[config.mk]
export PLATFORM = sky130hd
export DESIGN_NAME = i2im_top
export DESIGN_NICKNAME = d
export VERILOG_FILES = /design/src/i2im_pkg.sv /design/src/i2im_flags.sv /design/src/i2im_top.sv
export VERILOG_INCLUDE_DIRS = /design/src /design/src/src
export SDC_FILE = /design/constraint.sdc
export NUM_CORES = 1
export LEC_CHECK = 0
export BUFFER_PORTS_ARGS = -buffer_cell sky130_fd_sc_hd__buf_2
export CAP_MARGIN = 30
export CORE_MARGIN = 4
export CORE_UTILIZATION = 40
export CTS_CLUSTER_DIAMETER = 150
export CTS_CLUSTER_SIZE = 14
export DETAILED_ROUTE_END_ITERATION = 10
export HOLD_SLACK_MARGIN = 0.02
export PLACE_DENSITY_LB_ADDON = 0.05
export SLEW_MARGIN = 0
export SYNTH_ARGS = -nofsm -noshare
export SYNTH_HDL_FRONTEND = slang
export SYNTH_SLANG_ARGS = --single-unit
[constraint.sdc]
create_clock -name sys_clk -period 2.4 [get_ports sys_clk]
set_clock_uncertainty 0.2 [all_clocks]
set_input_delay 0.24 -clock sys_clk [delete_from_list [all_inputs] [get_ports sys_clk]]
set_output_delay 0.24 -clock sys_clk [all_outputs]
set_load 0.01 [all_outputs]
[src/i2im_defs.svh]
// constants of the i2c interrupt mask stage: offsets, bit positions, resets
// assumes a 32-bit apb slave with a 12-bit byte address
//
// Overview of operation
// RQ1 - mask bit one passes its source, zero suppresses it from masked status.
// RQ2 - mask register at 0x30, each bit gates masked status at same position.
// RQ3 - bit 12 masks restart seen, read-write, resets to zero.
// RQ4 - bit 11 masks general call, read-write, resets to one.
// RQ5 - bits 10, 9, 8 mask start, stop, activity; reset to zero.
// RQ6 - bits 7, 6, 5 mask receive done, transmit abort, read request; reset one.
// RQ7 - bits 4, 3, 2 mask transmit empty, transmit overflow, receive full; reset one.
// RQ8 - bits 1, 0 mask receive overflow and receive underflow; reset to one.
// RQ9 - bits 31 to 13 of the mask are reserved, stateless, read zero.
// RQ10 - masked status at 0x2c is raw gated by mask; cleared by clear-register read.
// RQ11 - raw status at 0x34 shows every source regardless of the mask.
// RQ12 - one combined interrupt output, high while any masked status bit is set.
`ifndef I2IM_DEFS_SVH
`define I2IM_DEFS_SVH

`define I2IM_NSRC 13
`define I2IM_AW 12

// register byte offsets
`define I2IM_OFF_MASKED 12'h02c
`define I2IM_OFF_MASK 12'h030
`define I2IM_OFF_RAW 12'h034
`define I2IM_OFF_W1C 12'h038
`define I2IM_OFF_CLR_ALL 12'h03c
`define I2IM_OFF_CLR_BASE 12'h040
`define I2IM_OFF_CLR_LAST 12'h070

// source bit positions
`define I2IM_BIT_RESTART 12
`define I2IM_BIT_GEN_CALL 11
`define I2IM_BIT_START 10
`define I2IM_BIT_STOP 9
`define I2IM_BIT_ACTIVITY 8
`define I2IM_BIT_RX_DONE 7
`define I2IM_BIT_TX_ABRT 6
`define I2IM_BIT_RD_REQ 5
`define I2IM_BIT_TX_EMPTY 4
`define I2IM_BIT_TX_OVER 3
`define I2IM_BIT_RX_FULL 2
`define I2IM_BIT_RX_OVER 1
`define I2IM_BIT_RX_UNDER 0

// reset value of the enable mask
`define I2IM_MASK_RST 13'h08ff

`endif

[src/i2im_pkg.sv]
// types shared by the interrupt mask stage
// assumes i2im_defs.svh is compiled alongside
package i2im_pkg;

  // one apb request as seen by the slave
  typedef struct packed {
    logic sel;
    logic en;
    logic wr;
    logic [11:0] addr;
    logic [31:0] wdata;
  } i2im_apb_t;

  // decoded register target
  typedef enum logic [2:0] {
    REG_NONE = 3'b000,
    REG_MASKED = 3'b001,
    REG_MASK = 3'b010,
    REG_RAW = 3'b011,
    REG_W1C = 3'b100,
    REG_CLR_ALL = 3'b101,
    REG_CLR_ONE = 3'b110
  } i2im_reg_t;

endpackage

[src/i2im_flags.sv]
// sticky raw interrupt flags, one per source
// assumes set and clear are one-cycle pulses on sys_clk
`timescale 1ns/10ps
`include "i2im_defs.svh"

module i2im_flags (
  input wire logic sys_clk, // register clock
  input wire logic reset, // async reset, active high
  input wire logic [`I2IM_NSRC-1:0] set, // event pulses
  input wire logic [`I2IM_NSRC-1:0] clr, // clear pulses
  output logic [`I2IM_NSRC-1:0] flags_r // sticky state
);

  //////////////////////////////////////////////////////////////////////
  // one flop per source; a set in the clear cycle wins
  genvar g;
  generate
    for (g = 0; g < `I2IM_NSRC; g = g + 1) begin : g_flag
      logic flag_nxt;
      assign flag_nxt = set[g] | (flags_r[g] & ~clr[g]); // [RQ11]
      always_ff @(posedge sys_clk or posedge reset) begin
        if (reset) begin
          flags_r[g] <= 1'b0;
        end else begin
          flags_r[g] <= flag_nxt;
        end
      end
    end
  endgenerate

endmodule

[src/i2im_top.sv]
// i2c interrupt mask stage: raw flags, enable mask, masked status, irq
// assumes an apb master on sys_clk and event pulses synchronous to it
//
// Decided for this implementation: register access over APB.
`timescale 1ns/10ps
`include "i2im_defs.svh"

module i2im_top (
  input wire logic sys_clk, // 20 mhz register clock
  input wire logic reset, // async reset, active high
  input wire logic psel, // apb select
  input wire logic penable, // apb access phase
  input wire logic pwrite, // apb direction
  input wire logic [`I2IM_AW-1:0] paddr, // apb byte address
  input wire logic [31:0] pwdata, // apb write data
  output logic [31:0] prdata, // apb read data
  output logic pready, // apb ready
  output logic pslverr, // apb error
  input wire logic [`I2IM_NSRC-1:0] raw_event, // source event pulses
  output logic irq // combined interrupt level
);

  //////////////////////////////////////////////////////////////////////
  // declarations
  i2im_pkg::i2im_apb_t req;
  i2im_pkg::i2im_reg_t reg_sel;
  logic [`I2IM_NSRC-1:0] mask_r;
  logic [`I2IM_NSRC-1:0] raw_r;
  logic [`I2IM_NSRC-1:0] masked_w;
  logic [`I2IM_NSRC-1:0] clr_w;
  logic [`I2IM_NSRC-1:0] one_hot_w;
  logic [3:0] clr_idx;
  logic [`I2IM_AW-1:0] clr_ofs;
  logic setup_w;
  logic access_w;
  logic wr_acc;
  logic rd_acc;
  logic [31:0] rdata_nxt;
  logic [31:0] prdata_r;
  logic pslverr_r;

  //////////////////////////////////////////////////////////////////////
  // bundle the apb request
  assign req.sel = psel;
  assign req.en = penable;
  assign req.wr = pwrite;
  assign req.addr = paddr;
  assign req.wdata = pwdata;

  // phase strobes; the slave answers with no wait state
  assign setup_w = req.sel & ~req.en;
  assign access_w = req.sel & req.en;
  assign pready = access_w;
  assign wr_acc = access_w & req.wr;
  assign rd_acc = access_w & ~req.wr;

  //////////////////////////////////////////////////////////////////////
  // address decode, aligned words only
  assign clr_ofs = req.addr - `I2IM_OFF_CLR_BASE;
  assign clr_idx = clr_ofs[5:2];

  always_comb begin
    reg_sel = i2im_pkg::REG_NONE;
    if (req.addr[1:0] == 2'h0) begin
      case (req.addr)
        `I2IM_OFF_MASKED: begin
          reg_sel = i2im_pkg::REG_MASKED;
        end
        `I2IM_OFF_MASK: begin
          reg_sel = i2im_pkg::REG_MASK; // [RQ2]
        end
        `I2IM_OFF_RAW: begin
          reg_sel = i2im_pkg::REG_RAW;
        end
        `I2IM_OFF_W1C: begin
          reg_sel = i2im_pkg::REG_W1C;
        end
        `I2IM_OFF_CLR_ALL: begin
          reg_sel = i2im_pkg::REG_CLR_ALL;
        end
        default: begin
          if (req.addr >= `I2IM_OFF_CLR_BASE && req.addr <= `I2IM_OFF_CLR_LAST) begin
            reg_sel = i2im_pkg::REG_CLR_ONE;
          end
        end
      endcase
    end
  end

  //////////////////////////////////////////////////////////////////////
  // enable mask, read-write, per-bit reset values
  always_ff @(posedge sys_clk or posedge reset) begin
    if (reset) begin
      mask_r <= `I2IM_MASK_RST; // [RQ3] [RQ4] [RQ5] [RQ6] [RQ7] [RQ8]
    end else if (wr_acc && reg_sel == i2im_pkg::REG_MASK) begin
      mask_r <= req.wdata[`I2IM_NSRC-1:0]; // [RQ9] upper bits dropped
    end
  end

  //////////////////////////////////////////////////////////////////////
  // clear sources: clear-on-read registers and write-one-to-clear
  always_comb begin
    one_hot_w = '0;
    one_hot_w[clr_idx] = 1'b1;
  end

  always_comb begin
    clr_w = '0;
    if (rd_acc && reg_sel == i2im_pkg::REG_CLR_ALL) begin
      clr_w = '1; // [RQ10]
    end else if (rd_acc && reg_sel == i2im_pkg::REG_CLR_ONE) begin
      clr_w = one_hot_w; // [RQ10]
    end else if (wr_acc && reg_sel == i2im_pkg::REG_W1C) begin
      clr_w = req.wdata[`I2IM_NSRC-1:0];
    end
  end

  // sticky raw flags
  i2im_flags u_flags (
    .sys_clk(sys_clk),
    .reset(reset),
    .set(raw_event),
    .clr(clr_w),
    .flags_r(raw_r)
  );

  //////////////////////////////////////////////////////////////////////
  // gating and the combined request
  assign masked_w = raw_r & mask_r; // [RQ1] [RQ2] [RQ10]
  assign irq = |masked_w; // [RQ12]

  //////////////////////////////////////////////////////////////////////
  // read mux, evaluated in the setup cycle
  always_comb begin
    rdata_nxt = 32'h0000_0000;
    case (reg_sel)
      i2im_pkg::REG_MASKED: begin
        rdata_nxt[`I2IM_NSRC-1:0] = masked_w; // [RQ10]
      end
      i2im_pkg::REG_MASK: begin
        rdata_nxt[`I2IM_NSRC-1:0] = mask_r; // [RQ9] upper bits zero
      end
      i2im_pkg::REG_RAW: begin
        rdata_nxt[`I2IM_NSRC-1:0] = raw_r; // [RQ11]
      end
      i2im_pkg::REG_CLR_ALL: begin
        rdata_nxt[0] = |raw_r;
      end
      i2im_pkg::REG_CLR_ONE: begin
        rdata_nxt[0] = |(raw_r & one_hot_w);
      end
      default: begin
        rdata_nxt = 32'h0000_0000;
      end
    endcase
  end

  // read data and error captured at setup, shown through access
  always_ff @(posedge sys_clk or posedge reset) begin
    if (reset) begin
      prdata_r <= 32'h0000_0000;
      pslverr_r <= 1'b0;
    end else if (setup_w) begin
      prdata_r <= req.wr ? 32'h0000_0000 : rdata_nxt;
      pslverr_r <= (reg_sel == i2im_pkg::REG_NONE);
    end
  end

  assign prdata = prdata_r;
  assign pslverr = pslverr_r & access_w;

  //////////////////////////////////////////////////////////////////////
  // per-source checks of gating, clearing and set priority
  genvar s;
  generate
    for (s = 0; s < `I2IM_NSRC; s = s + 1) begin : g_src_chk

    end
  endgenerate
endmodule
Yosys cells after proc, flatten, opt, wreduce, memory -nomap -nowiden

Cells that the tools add are included.

Flip-flop bits (word level): 59
Output and inout port bits: 35
Word-level logic and storage cells: 102
Input port bits: 62

Magnitude comparators: 4
Add/subtract/negate cells: 1
Multiplexer cells: 11
Reduce and logical (&&, ||, !) cells: 11
Eq/ne operators: 11
Bitwise operators: 48

Operators by type and width:

| kind                                                                                 | count |
|---|---|
| 12-bit by 6-bit equality test with 1-bit output, second input constant               | 5 |
| 13-bit 2-to-1 mux                                                                    | 4 |
| 13-bit OR reduction                                                                  | 3 |
| 12-bit one-hot mux with 3 select lines                                               | 1 |
| 13-bit AND                                                                           | 2 |
| 1-bit AND                                                                            | 18 |
| 1-bit NOT                                                                            | 15 |
| 3-bit one-hot mux with 5 select lines                                                | 1 |
| 1-bit OR                                                                             | 13 |
| 12-bit by 7-bit greater-or-equal comparator with 1-bit output, second input constant | 1 |
| 12-bit by 7-bit <= comparator with 1-bit output, second input constant               | 1 |
| 3-bit equality test, second input constant                                           | 3 |
| 3-bit by 2-bit equality test with 1-bit output, second input constant                | 2 |
| 1-bit logical AND                                                                    | 6 |
| 3-bit 2-to-1 mux                                                                     | 2 |
| 6-bit by 1-bit subtractor with 6-bit output, second input constant                   | 1 |
| 4-bit by 5-bit less-than comparator with 1-bit output, second input constant         | 1 |
| 1-bit one-hot mux with 5 select lines                                                | 1 |
| 1-bit demux with 4-bit select                                                        | 1 |
| 4-bit by 1-bit greater-or-equal comparator with 1-bit output, second input constant  | 1 |
| 3-bit by 1-bit equality test with 1-bit output, second input constant                | 1 |
| 3-bit zero test                                                                      | 1 |
| 2-bit zero test                                                                      | 1 |
| 1-bit 2-to-1 mux                                                                     | 1 |

Longest topological paths before layout

Gate-level depths: netlist of run 1.

Depth after elaboration: 13
Gate-level depth with buffers: 7

Modules after synthesis

A second synthesis of run 1 with hierarchy kept.

Cells, all modules: 274
Area, all modules: 2618.8 sq um

Modules (own cells, without submodules):

| module     | cells each | instances | area each (sq um) |
|---|---|---|---|
| i2im_top   | 234        | 1         | 2143.3 |
| i2im_flags | 40         | 1         | 475.5 |

Worst setup path after synthesis of run 1

No wires, ideal clock.

Path type: input to register
Start point: in paddr[7]
End point: reg prdata_r[10] (netlist: prdata[10])
Data arrival time: 1702 ps
Required time: 2123 ps
Setup slack: 421 ps
Stages on the path: 6
Library setup time: 77 ps
Cell sequence: or4_4 -> or4_1 -> buf_2 -> o21ai_1 -> a22oi_1 -> o21ai_1

Word-level cells in the longest chain between the ends: 8
Elaborated cells on any way between the ends: 16
Those cells by class: 2 x order compare; 8 x eq/ne; 5 x mux; 1 x reduce/logical

Ends and longest elaborated chain:

| element                                                                                                                                           | RTL line        | text |
|---|---|---|
| from (decl)                                                                                                                                       | i2im_top.sv:14  | `` input wire logic [`I2IM_AW-1:0] paddr, `` |
| 12-bit by 7-bit greater-or-equal comparator with 1-bit output (no source line) or 12-bit by 7-bit <= comparator with 1-bit output (tied branches) | -               |  |
| 1-bit logical AND (no source line)                                                                                                                | -               |  |
| 3-bit 2-to-1 mux                                                                                                                                  | i2im_top.sv:82  | `` if (req.addr >= `I2IM_OFF_CLR_BASE && req.addr <= `I2IM_OFF_CLR_LAST) begin `` |
| 3-bit one-hot mux with 5 select lines *                                                                                                           | i2im_top.sv:65  | `case (req.addr)` |
| 3-bit 2-to-1 mux *                                                                                                                                | i2im_top.sv:64  | `if (req.addr[1:0] == 2'h0) begin` |
| 3-bit by 2-bit equality test with 1-bit output or 3-bit by 1-bit equality test with 1-bit output (tied branches)                                  | i2im_top.sv:136 | `case (reg_sel)` |
| 12-bit one-hot mux with 3 select lines *                                                                                                          | i2im_top.sv:136 |  |
| 13-bit 2-to-1 mux *                                                                                                                               | i2im_top.sv:164 | `prdata_r <= req.wr ? 32'h0000_0000 : rdata_nxt;` |
| to (signal assigned)                                                                                                                              | i2im_top.sv:164 |  |
| to (decl)                                                                                                                                         | i2im_top.sv:39  | `logic [31:0] prdata_r;` |

Every way passes the cells marked *; elsewhere a longest branch is shown, timed or not.
A chain may end at the register's enable or synchronous reset.

Final worst setup path of run 1

Start point: reg u_flags.flags_r[11]
End point: out irq

Word-level cells in the longest chain between the ends: 2

Ends and longest elaborated chain:

| element                           | RTL line         | text |
|---|---|---|
| from (decl)                       | i2im_flags.sv:11 | `` output logic [`I2IM_NSRC-1:0] flags_r `` |
| from (signal, indexed assignment) | i2im_flags.sv:25 | `flags_r[g] <= flag_nxt;` |
| 13-bit AND                        | i2im_top.sv:129  | `assign masked_w = raw_r & mask_r;` |
| 13-bit OR reduction               | i2im_top.sv:130  | `assign irq = \|masked_w;` |
| to (decl)                         | i2im_top.sv:20   | `output logic irq` |

No other way between the ends.

==> run summary, run 1 <==
====================================================================================
Status ................................................................ finished clean
Number of synthesized flops with an enable pin ........................            0
Clk sinks .............................................................           40
Instance count after placement with tap cells included ................          443
Fill count ............................................................          614
Core Box Area .........................................................     6420 µm²
GRT met1 Usage ........................................................        0.291
Total Negative Setup Slacks ...........................................         0 ns
Layout Cells excl Fill ................................................          478
DP HPWL ...............................................................      6230 µm
Worst Reg2Reg Path Length in Cells ....................................            5
Drt total wl ..........................................................      8550 µm
Clock root buffer .....................................................     clkbuf_8
Actual slew at the worst max-slew pin .................................     0.512 ns
Congestion Overflow GR ................................................            0
Initial antenna violation count .......................................            0
Fraction of final layout cells sized beyond drive strength 1 ..........        0.257
Diodes inserted .......................................................            0
Post-Synthesis Cells ..................................................          311
Number of flip-flops and latches in the synthesized netlist ...........           40
Die Span X ............................................................      90.0 µm
Crit path setup slack, layout .........................................     0.220 ns
Number of nets in the final layout ....................................          462
Setup crit start kind .................................................     register
Maximum ir drop on the vdd rail .......................................     0.377 mV
CP arrival ............................................................      1.74 ns
TritonCTS clock tree ..................................................         done
Routed Antenna Nets ...................................................            0
Routed WL per cell ....................................................      17.9 µm
Vias in the first global route ........................................         2582
First-pass detailed-route iteration total .............................            8
Timing-limited maximum frequency ......................................    0.459 GHz
GP Congestion .........................................................        0.895
PostCTS Resize Cnt ....................................................            0
Leading cell types by count after synthesis ........................... dfrtp_1 (31), o21ai_1 (30), nand2_1 (28)
Detailed Route Iter0 Violations .......................................          222
Fraction of met3 tracks used by global routing ........................       0.0442
Busiest layer in global routing .......................................         met2
Area of the die .......................................................     8100 µm²
Clock latency on the worst-skew pair ..................................      0.30 ns
Worst R2R End .........................................................    prdata[0]
Power per cell area ...................................................   422 nW/µm²
Endpoint of the worst hold path ....................................... u_flags.flags_r[0]
Register clock-pin slew on the reported worst setup and hold paths ....      0.09 ns
Ports placed on the boundary ..........................................           97
Worst slew slack as a fraction of its limit ...........................        0.659
Worst slack on hold paths .............................................     0.153 ns
Slack of the worst reg-to-reg path ....................................      0.45 ns
Most used DFF post-synth ..............................................      dfrtp_1
Maximum level of the CTS H-tree .......................................            2
Post-route minimum period .............................................      2.18 ns
Cell Area, Synth ......................................................     2690 µm²
Global routing usage summed across all routing layers .................        0.210
Port Buffers ..........................................................           58
Final Hold Violating Endpoints ........................................            0
Rows ..................................................................           29
Post-placement worst setup slack ......................................     0.175 ns
Launch instance of the worst register-to-register path ................ u_flags.flags_r[11]
Number of cells on the worst hold path ................................            3
Most numerous cell in the Yosys netlist ...............................      dfrtp_1
Setup Crit Path Kind ..................................................      reg2out
Most area-hungry cell type in the Yosys netlist .......................      dfrtp_1
Pin count of the biggest net entering global routing ..................           41
Via count .............................................................         2752
Top cells by area in the synthesized netlist .......................... dfrtp_1 (29%), dfstp_2 (8.8%), a22oi_1 (6.4%), o21ai_1 (5.6%), buf_4 (5.3%)
Sum of internal, switching and leakage power ..........................      1450 µW
CP Max Fanout .........................................................            5
Global-route wire length before repair ................................     13800 µm
RSZ-0062 raised after global routing ..................................           no
Maximum count of clock buffers along a single path ....................            2
Total setup buffers inserted after CTS ................................            0
Number of DRC violations after detailed routing .......................            0
Sequential element share of the synthesized area ......................        0.376
Initial Utilization ...................................................        0.419
Number of CTS-inserted buffers ........................................            5
Average instance area after synthesis .................................     8.65 µm²
Start point of the worst min-delay path ...............................     paddr[5]
Endpoint class of the critical path ...................................  output port
Final setup violation count ...........................................            0
GR Layer Usage met2 ...................................................        0.332
Worst hold-check path type ............................................       in2reg
Share of flip-flops with an asynchronous set or reset after synthesis .         1.00
Total count of max-transition violations in the final report ..........            0
Max-cap violation count ...............................................            0
Synth-to-Final Area Change ............................................        27.9%
Syn. warnings .........................................................            0
Routed via count divided by cell count ................................         5.76
Static leakage ........................................................   0.00150 µW
Critical path required time ...........................................      1.96 ns
Area share of the leading cell type in the synthesized netlist ........        0.288
Cell variety after synth ..............................................           58
Final period utilization ..............................................        0.908
Vert. Die Dim .........................................................      90.0 µm
====================================================================================
[routing by layer]
metal	vias to the layer above	routed length, µm
met4	0	150
met5	-	0
met3	17	747
met1	1274	3840
met2	154	3800
li1	1307	-
[metrics by stage]
stage	instance area, µm²	util
2_1_floorplan	2760	-
3_3_place_gp	3050	0.476
3_5_place_dp	3050	0.476
4_1_cts	3440	0.536
5_1_grt	3440	0.536
6_report	3440	0.536
[state kept, by name (all words and copies together), names as in the netlist]
signal           flops
mask_r              13
u_flags.flags_r     13
prdata              13
pslverr_r            1
[kinds of logic after synthesis]
family	synth area share
muxes	0.0367
other	0.00139
DFF	0.376
AOI/OAI and AO/OA	0.270
and+or+nand+nor	0.215
buffers and inverters	0.100
[worst max-delay path by stage]
stage                              startpoint                 end  cells after the start
final                     u_flags.flags_r[11]                 irq                      4
after floorplan                      paddr[7]          prdata[10]                      6
after detailed placement             paddr[7]  u_flags.flags_r[3]                      6
after CTS                 u_flags.flags_r[11]                 irq                      4
after global routing      u_flags.flags_r[11]                 irq                      4
after global placement               paddr[7]  u_flags.flags_r[1]                      6
[layout make-up]
type                    instances  area [µm²]  share of cell area
clock buffers                   5        68.8              0.0200
well taps                      77        96.3              0.0280
repair buffers                103         696               0.202
clock inverters                 3        47.5              0.0138
multi-input cells             238        1480               0.429
inverters                      12        45.0              0.0131
flip-flops and latches         40        1010               0.294
[report_power, final]
group / internal (µW) / total (µW) / switching (µW)
Combinational: 93.1 / 217 / 124
Sequential: 675 / 675 / 0.453
Clock: 313 / 561 / 248
Total: 1080 / 1450 / 372
[placed cells by master (no fill, tap or decap), types with 3 or more instances in the layout]
cell | synthesis | routed
buf_2 | 6 | 58
dfrtp_1 | 31 | 31
o21ai_1 | 30 | 30
nand2_1 | 28 | 28
dlygate4sd3_1 | 0 | 27
a22oi_1 | 23 | 23
conb_1 | 1 | 19
buf_4 | 19 | 18
inv_1 | 12 | 12
nor2_1 | 11 | 11
o21ai_0 | 10 | 10
o21bai_1 | 9 | 9
dfstp_2 | 9 | 9
nand3_1 | 8 | 8
nand4_1 | 8 | 8
nor4_1 | 7 | 7
and2_1 | 6 | 6
nand2b_1 | 6 | 6
a21oi_1 | 6 | 6
nor3_1 | 5 | 5
clkbuf_8 | 0 | 5
mux2_1 | 4 | 4
a222oi_1 | 4 | 4
o211ai_1 | 3 | 3
o221ai_1 | 3 | 3
o21a_1 | 3 | 3
mux2_2 | 3 | 3
and3_1 | 3 | 3
[worst max-delay path, stage by stage, from the launching register on]
cell,delay [ns]
dfrtp_1,0.45
a222oi_1,0.35
nand3_1,0.12
a2111o_1,0.37
buf_2,0.15
[repair_timing]
item | in CTS | in global routing
hold buffers | 27 | 0
endpoints found under the hold margin | 57 | 0
setup endpoints to repair | 0 | 0
No activity file was read; power rests on OpenSTA's default activity.
==> inputs of run 2 (changes only) <==
--- a/config.mk
+++ b/config.mk
@@ -6,6 +6,7 @@
 export SDC_FILE = /design/constraint.sdc
 export NUM_CORES = 1
 export LEC_CHECK = 0
+export ABC_AREA = 1
 export BUFFER_PORTS_ARGS = -buffer_cell sky130_fd_sc_hd__buf_2
 export CAP_MARGIN = 30
 export CORE_MARGIN = 4
==> constraint.sdc (replaced) <==
create_clock -name sys_clk -period 1.9 [get_ports sys_clk]
set_clock_uncertainty 0.2 [all_clocks]
set_input_delay 0.19 -clock sys_clk [delete_from_list [all_inputs] [get_ports sys_clk]]
set_output_delay 0.19 -clock sys_clk [all_outputs]
set_load 0.01 [all_outputs]
==> run summary, run 2 <==
====================================================================================
Status ................................................................ finished clean
CP Max Fanout .........................................................            5
Most area-hungry cell type in the Yosys netlist .......................      dfrtp_1
Timing-limited maximum frequency ......................................    0.565 GHz
Post-placement worst setup slack ......................................   -0.0311 ns
Clock Power Share .....................................................        0.346
CP arrival ............................................................      1.38 ns
First-pass detailed-route iteration total .............................            4
Slowest stage cell, crit path .........................................      dfrtp_2
Total count of max-transition violations in the final report ..........            0
Number of flip-flops and latches in the synthesized netlist ...........           40
Clock root buffer .....................................................     clkbuf_8
Worst slew slack as a fraction of its limit ...........................        0.546
Most used DFF post-synth ..............................................      dfrtp_1
Setup crit start kind .................................................     register
Area share of the leading cell type in the synthesized netlist ........        0.271
Cells traversed along the worst timing path ........................... nand2_1 > nand4_1 > a221oi_1 > nand3_1 > buf_2
Crit path setup slack, layout .........................................     0.129 ns
Rows ..................................................................           30
Via count .............................................................         2831
Static leakage ........................................................   0.00201 µW
Number of CTS-inserted buffers ........................................            5
Path length in cells of the critical path .............................            5
Port Buffers ..........................................................           58
Ports placed on the boundary ..........................................           97
Power share of the sequential group ...................................        0.505
Die Span X ............................................................      92.6 µm
Average instance area after synthesis .................................     7.37 µm²
Maximum level of the CTS H-tree .......................................            2
Setup Crit Path Kind ..................................................      reg2out
Routed Antenna Nets ...................................................            0
Post-route minimum period .............................................      1.77 ns
Switching share of total power ........................................        0.257
Most numerous cell in the Yosys netlist ...............................      nand2_1
Most common cell after layout, fill and taps aside ....................      nand2_1
Worst Reg2Reg Path Length in Cells ....................................            8
Actual slew at the worst max-slew pin .................................     0.679 ns
RSZ-0062 raised after global routing ..................................           no
Sum of internal, switching and leakage power ..........................      1690 µW
Detailed Route Iter0 Violations .......................................          140
Drt total wl ..........................................................      7890 µm
Start point of the worst min-delay path ...............................      penable
Congestion Overflow GR ................................................            0
Internal power ........................................................      1260 µW
Maximum ir drop on the vdd rail .......................................     0.341 mV
Diodes inserted .......................................................            0
TritonCTS clock tree ..................................................         done
Cell variety after synth ..............................................           34
Sequential element share of the synthesized area ......................        0.354
Routed via count divided by cell count ................................         4.74
Initial Utilization ...................................................        0.417
Critical path required time ...........................................      1.51 ns
Number of synthesized flops with an enable pin ........................            0
Delay contributed by the slowest stage of the critical path ...........      0.44 ns
Core Box Area .........................................................     6870 µm²
Total Negative Setup Slacks ...........................................         0 ns
Top library cells by usage in the layout, fill and taps aside ......... nand2_1 (91), buf_2 (58), nand3_1 (55)
Cell Area, Synth ......................................................     2860 µm²
Worst hold-check path type ............................................       in2reg
Initial antenna violation count .......................................            0
Global-route wire length before repair ................................     13300 µm
Routed WL per cell ....................................................      13.2 µm
Instance area after placement .........................................     3420 µm²
Register clock-pin slew on the reported worst setup and hold paths ....      0.08 ns
Final Hold Violating Endpoints ........................................            0
Kind of cell adding the most delay to the critical path ...............   flip-flops
Final period utilization ..............................................        0.932
Net switching component of the power ..................................       435 µW
Final setup violation count ...........................................            0
Area of the die .......................................................     8570 µm²
Synth-to-Final Area Change ............................................        32.5%
Fraction of final layout cells sized beyond drive strength 1 ..........        0.323
Clk sinks .............................................................           40
Max-cap violation count ...............................................            0
Endpoint class of the critical path ...................................  output port
Final std cell area, no fill ..........................................     3790 µm²
Number of cells on the worst hold path ................................            4
Global routing usage summed across all routing layers .................        0.191
Slack of the worst reg-to-reg path ....................................      0.19 ns
Maximum count of clock buffers along a single path ....................            2
Vert. Die Dim .........................................................      92.6 µm
Number of nets in the final layout ....................................          562
GP Congestion .........................................................        0.875
Vias in the first global route ........................................         2816
Share of power burned in combinational logic ..........................        0.148
Combined buffer and inverter count along the critical path ............            1
Number of DRC violations after detailed routing .......................            0
Clock latency on the worst-skew pair ..................................      0.29 ns
Leading cell types by count after synthesis ........................... nand2_1 (91), nand3_1 (55), inv_1 (46)
Share of flip-flops with an asynchronous set or reset after synthesis .         1.00
Total setup buffers inserted after CTS ................................            0
Top cells by area in the synthesized netlist .......................... dfrtp_1 (27%), nand2_1 (12%), nand3_1 (9.6%), dfstp_2 (8.3%), inv_1 (6.0%)
Critical Path Start ................................................... u_flags.flags_r[12]
Pin count of the biggest net entering global routing ..................           41
Post-Synthesis Cells ..................................................          388
Launch instance of the worst register-to-register path ................ u_flags.flags_r[6]
DP HPWL ...............................................................      6180 µm
Power per cell area ...................................................   447 nW/µm²
Syn. warnings .........................................................            0
====================================================================================
-- run 2: changes by cell type in the layout (fill, tap and decap cells not counted), moves of 7 or more --
cell | before | now
nor2_1 | 11 | 26
o21ai_1 | 30 | 0
inv_1 | 12 | 46
nand2_1 | 28 | 91
nand2_2 | 0 | 12
mux2_2 | 3 | 13
o21bai_1 | 9 | 1
nand3_1 | 8 | 55
a22oi_1 | 23 | 0
buf_4 | 18 | 30
nor2_2 | 1 | 12
o211ai_1 | 3 | 10
-- run 2: kinds of logic (layout without fill, tap and decap cells) --
| logic type | Yosys count | after routing | synth area share |
|---|---|---|---|
| muxes | 13 | 13 | 0.0512 |
| AOI/OAI and AO/OA | 33 | 33 | 0.0735 |
| and+or+nand+nor | 221 | 221 | 0.383 |
| buffers and inverters | 80 | 175 | 0.137 |
| DFF | 40 | 40 | 0.354 |
| other | 1 | 19 | 0.00131 |
-- run 2: final timing paths --
kind | endpoint
worst max register to register | prdata[0]
worst min-delay path | prdata[5]
worst min register to register | prdata[3]
worst max-delay path | irq
max in group asynchronous | u_flags.flags_r[0]
min in group asynchronous | prdata[3]
-- run 2: worst min-delay path: cells and delay by family --
family	cells	cell delay (ns)
compound gates	1	0.10
buf+inv	2	0.26
simple gates	1	0.06
-- run 2: cell type report --
type | instances | area, µm²
fillers | 692 | 3080
multi-input cells | 286 | 1530
flip-flops and latches | 40 | 1010
repair buffers | 118 | 846
inverters | 49 | 186
well taps | 96 | 120
clock buffers | 6 | 82.6
clock inverters | 2 | 10.0
-- run 2: timing repair --
action                                  CTS  global route
endpoints found under the setup margin    1             1
hold buffers                             27             0
cloned                                    0             0
pin swaps                                 0             0
resized for setup                         1             2
endpoints found under the hold margin    57             0
-- run 2: stage by stage --
stage               std cells  hold WS (ns)   util
global route              597         0.179  0.552
global placement          562         0.145  0.498
detailed placement        562         0.145  0.498
CTS                       597         0.144  0.551
floorplan                 406        0.0884      -
finish                    597         0.153  0.552
-- run 2: layer usage --
layer / wire length (µm) / part of all wire / track usage
met3: 435 / 0.055 / 0.0301
met2: 3660 / 0.46 / 0.313
met1: 3740 / 0.47 / 0.264
met4: 49 / 0.0062 / 0.0408
met5: 0 / 0 / 0
-- run 2: power groups by stage --
stage	sequential, µW	clock [µW]	combinational, µW
after floorplan	872	0	132
after detailed placement	872	0	209
after global placement	872	0	208
after global routing	856	639	284
final	856	586	251
after CTS	856	615	252
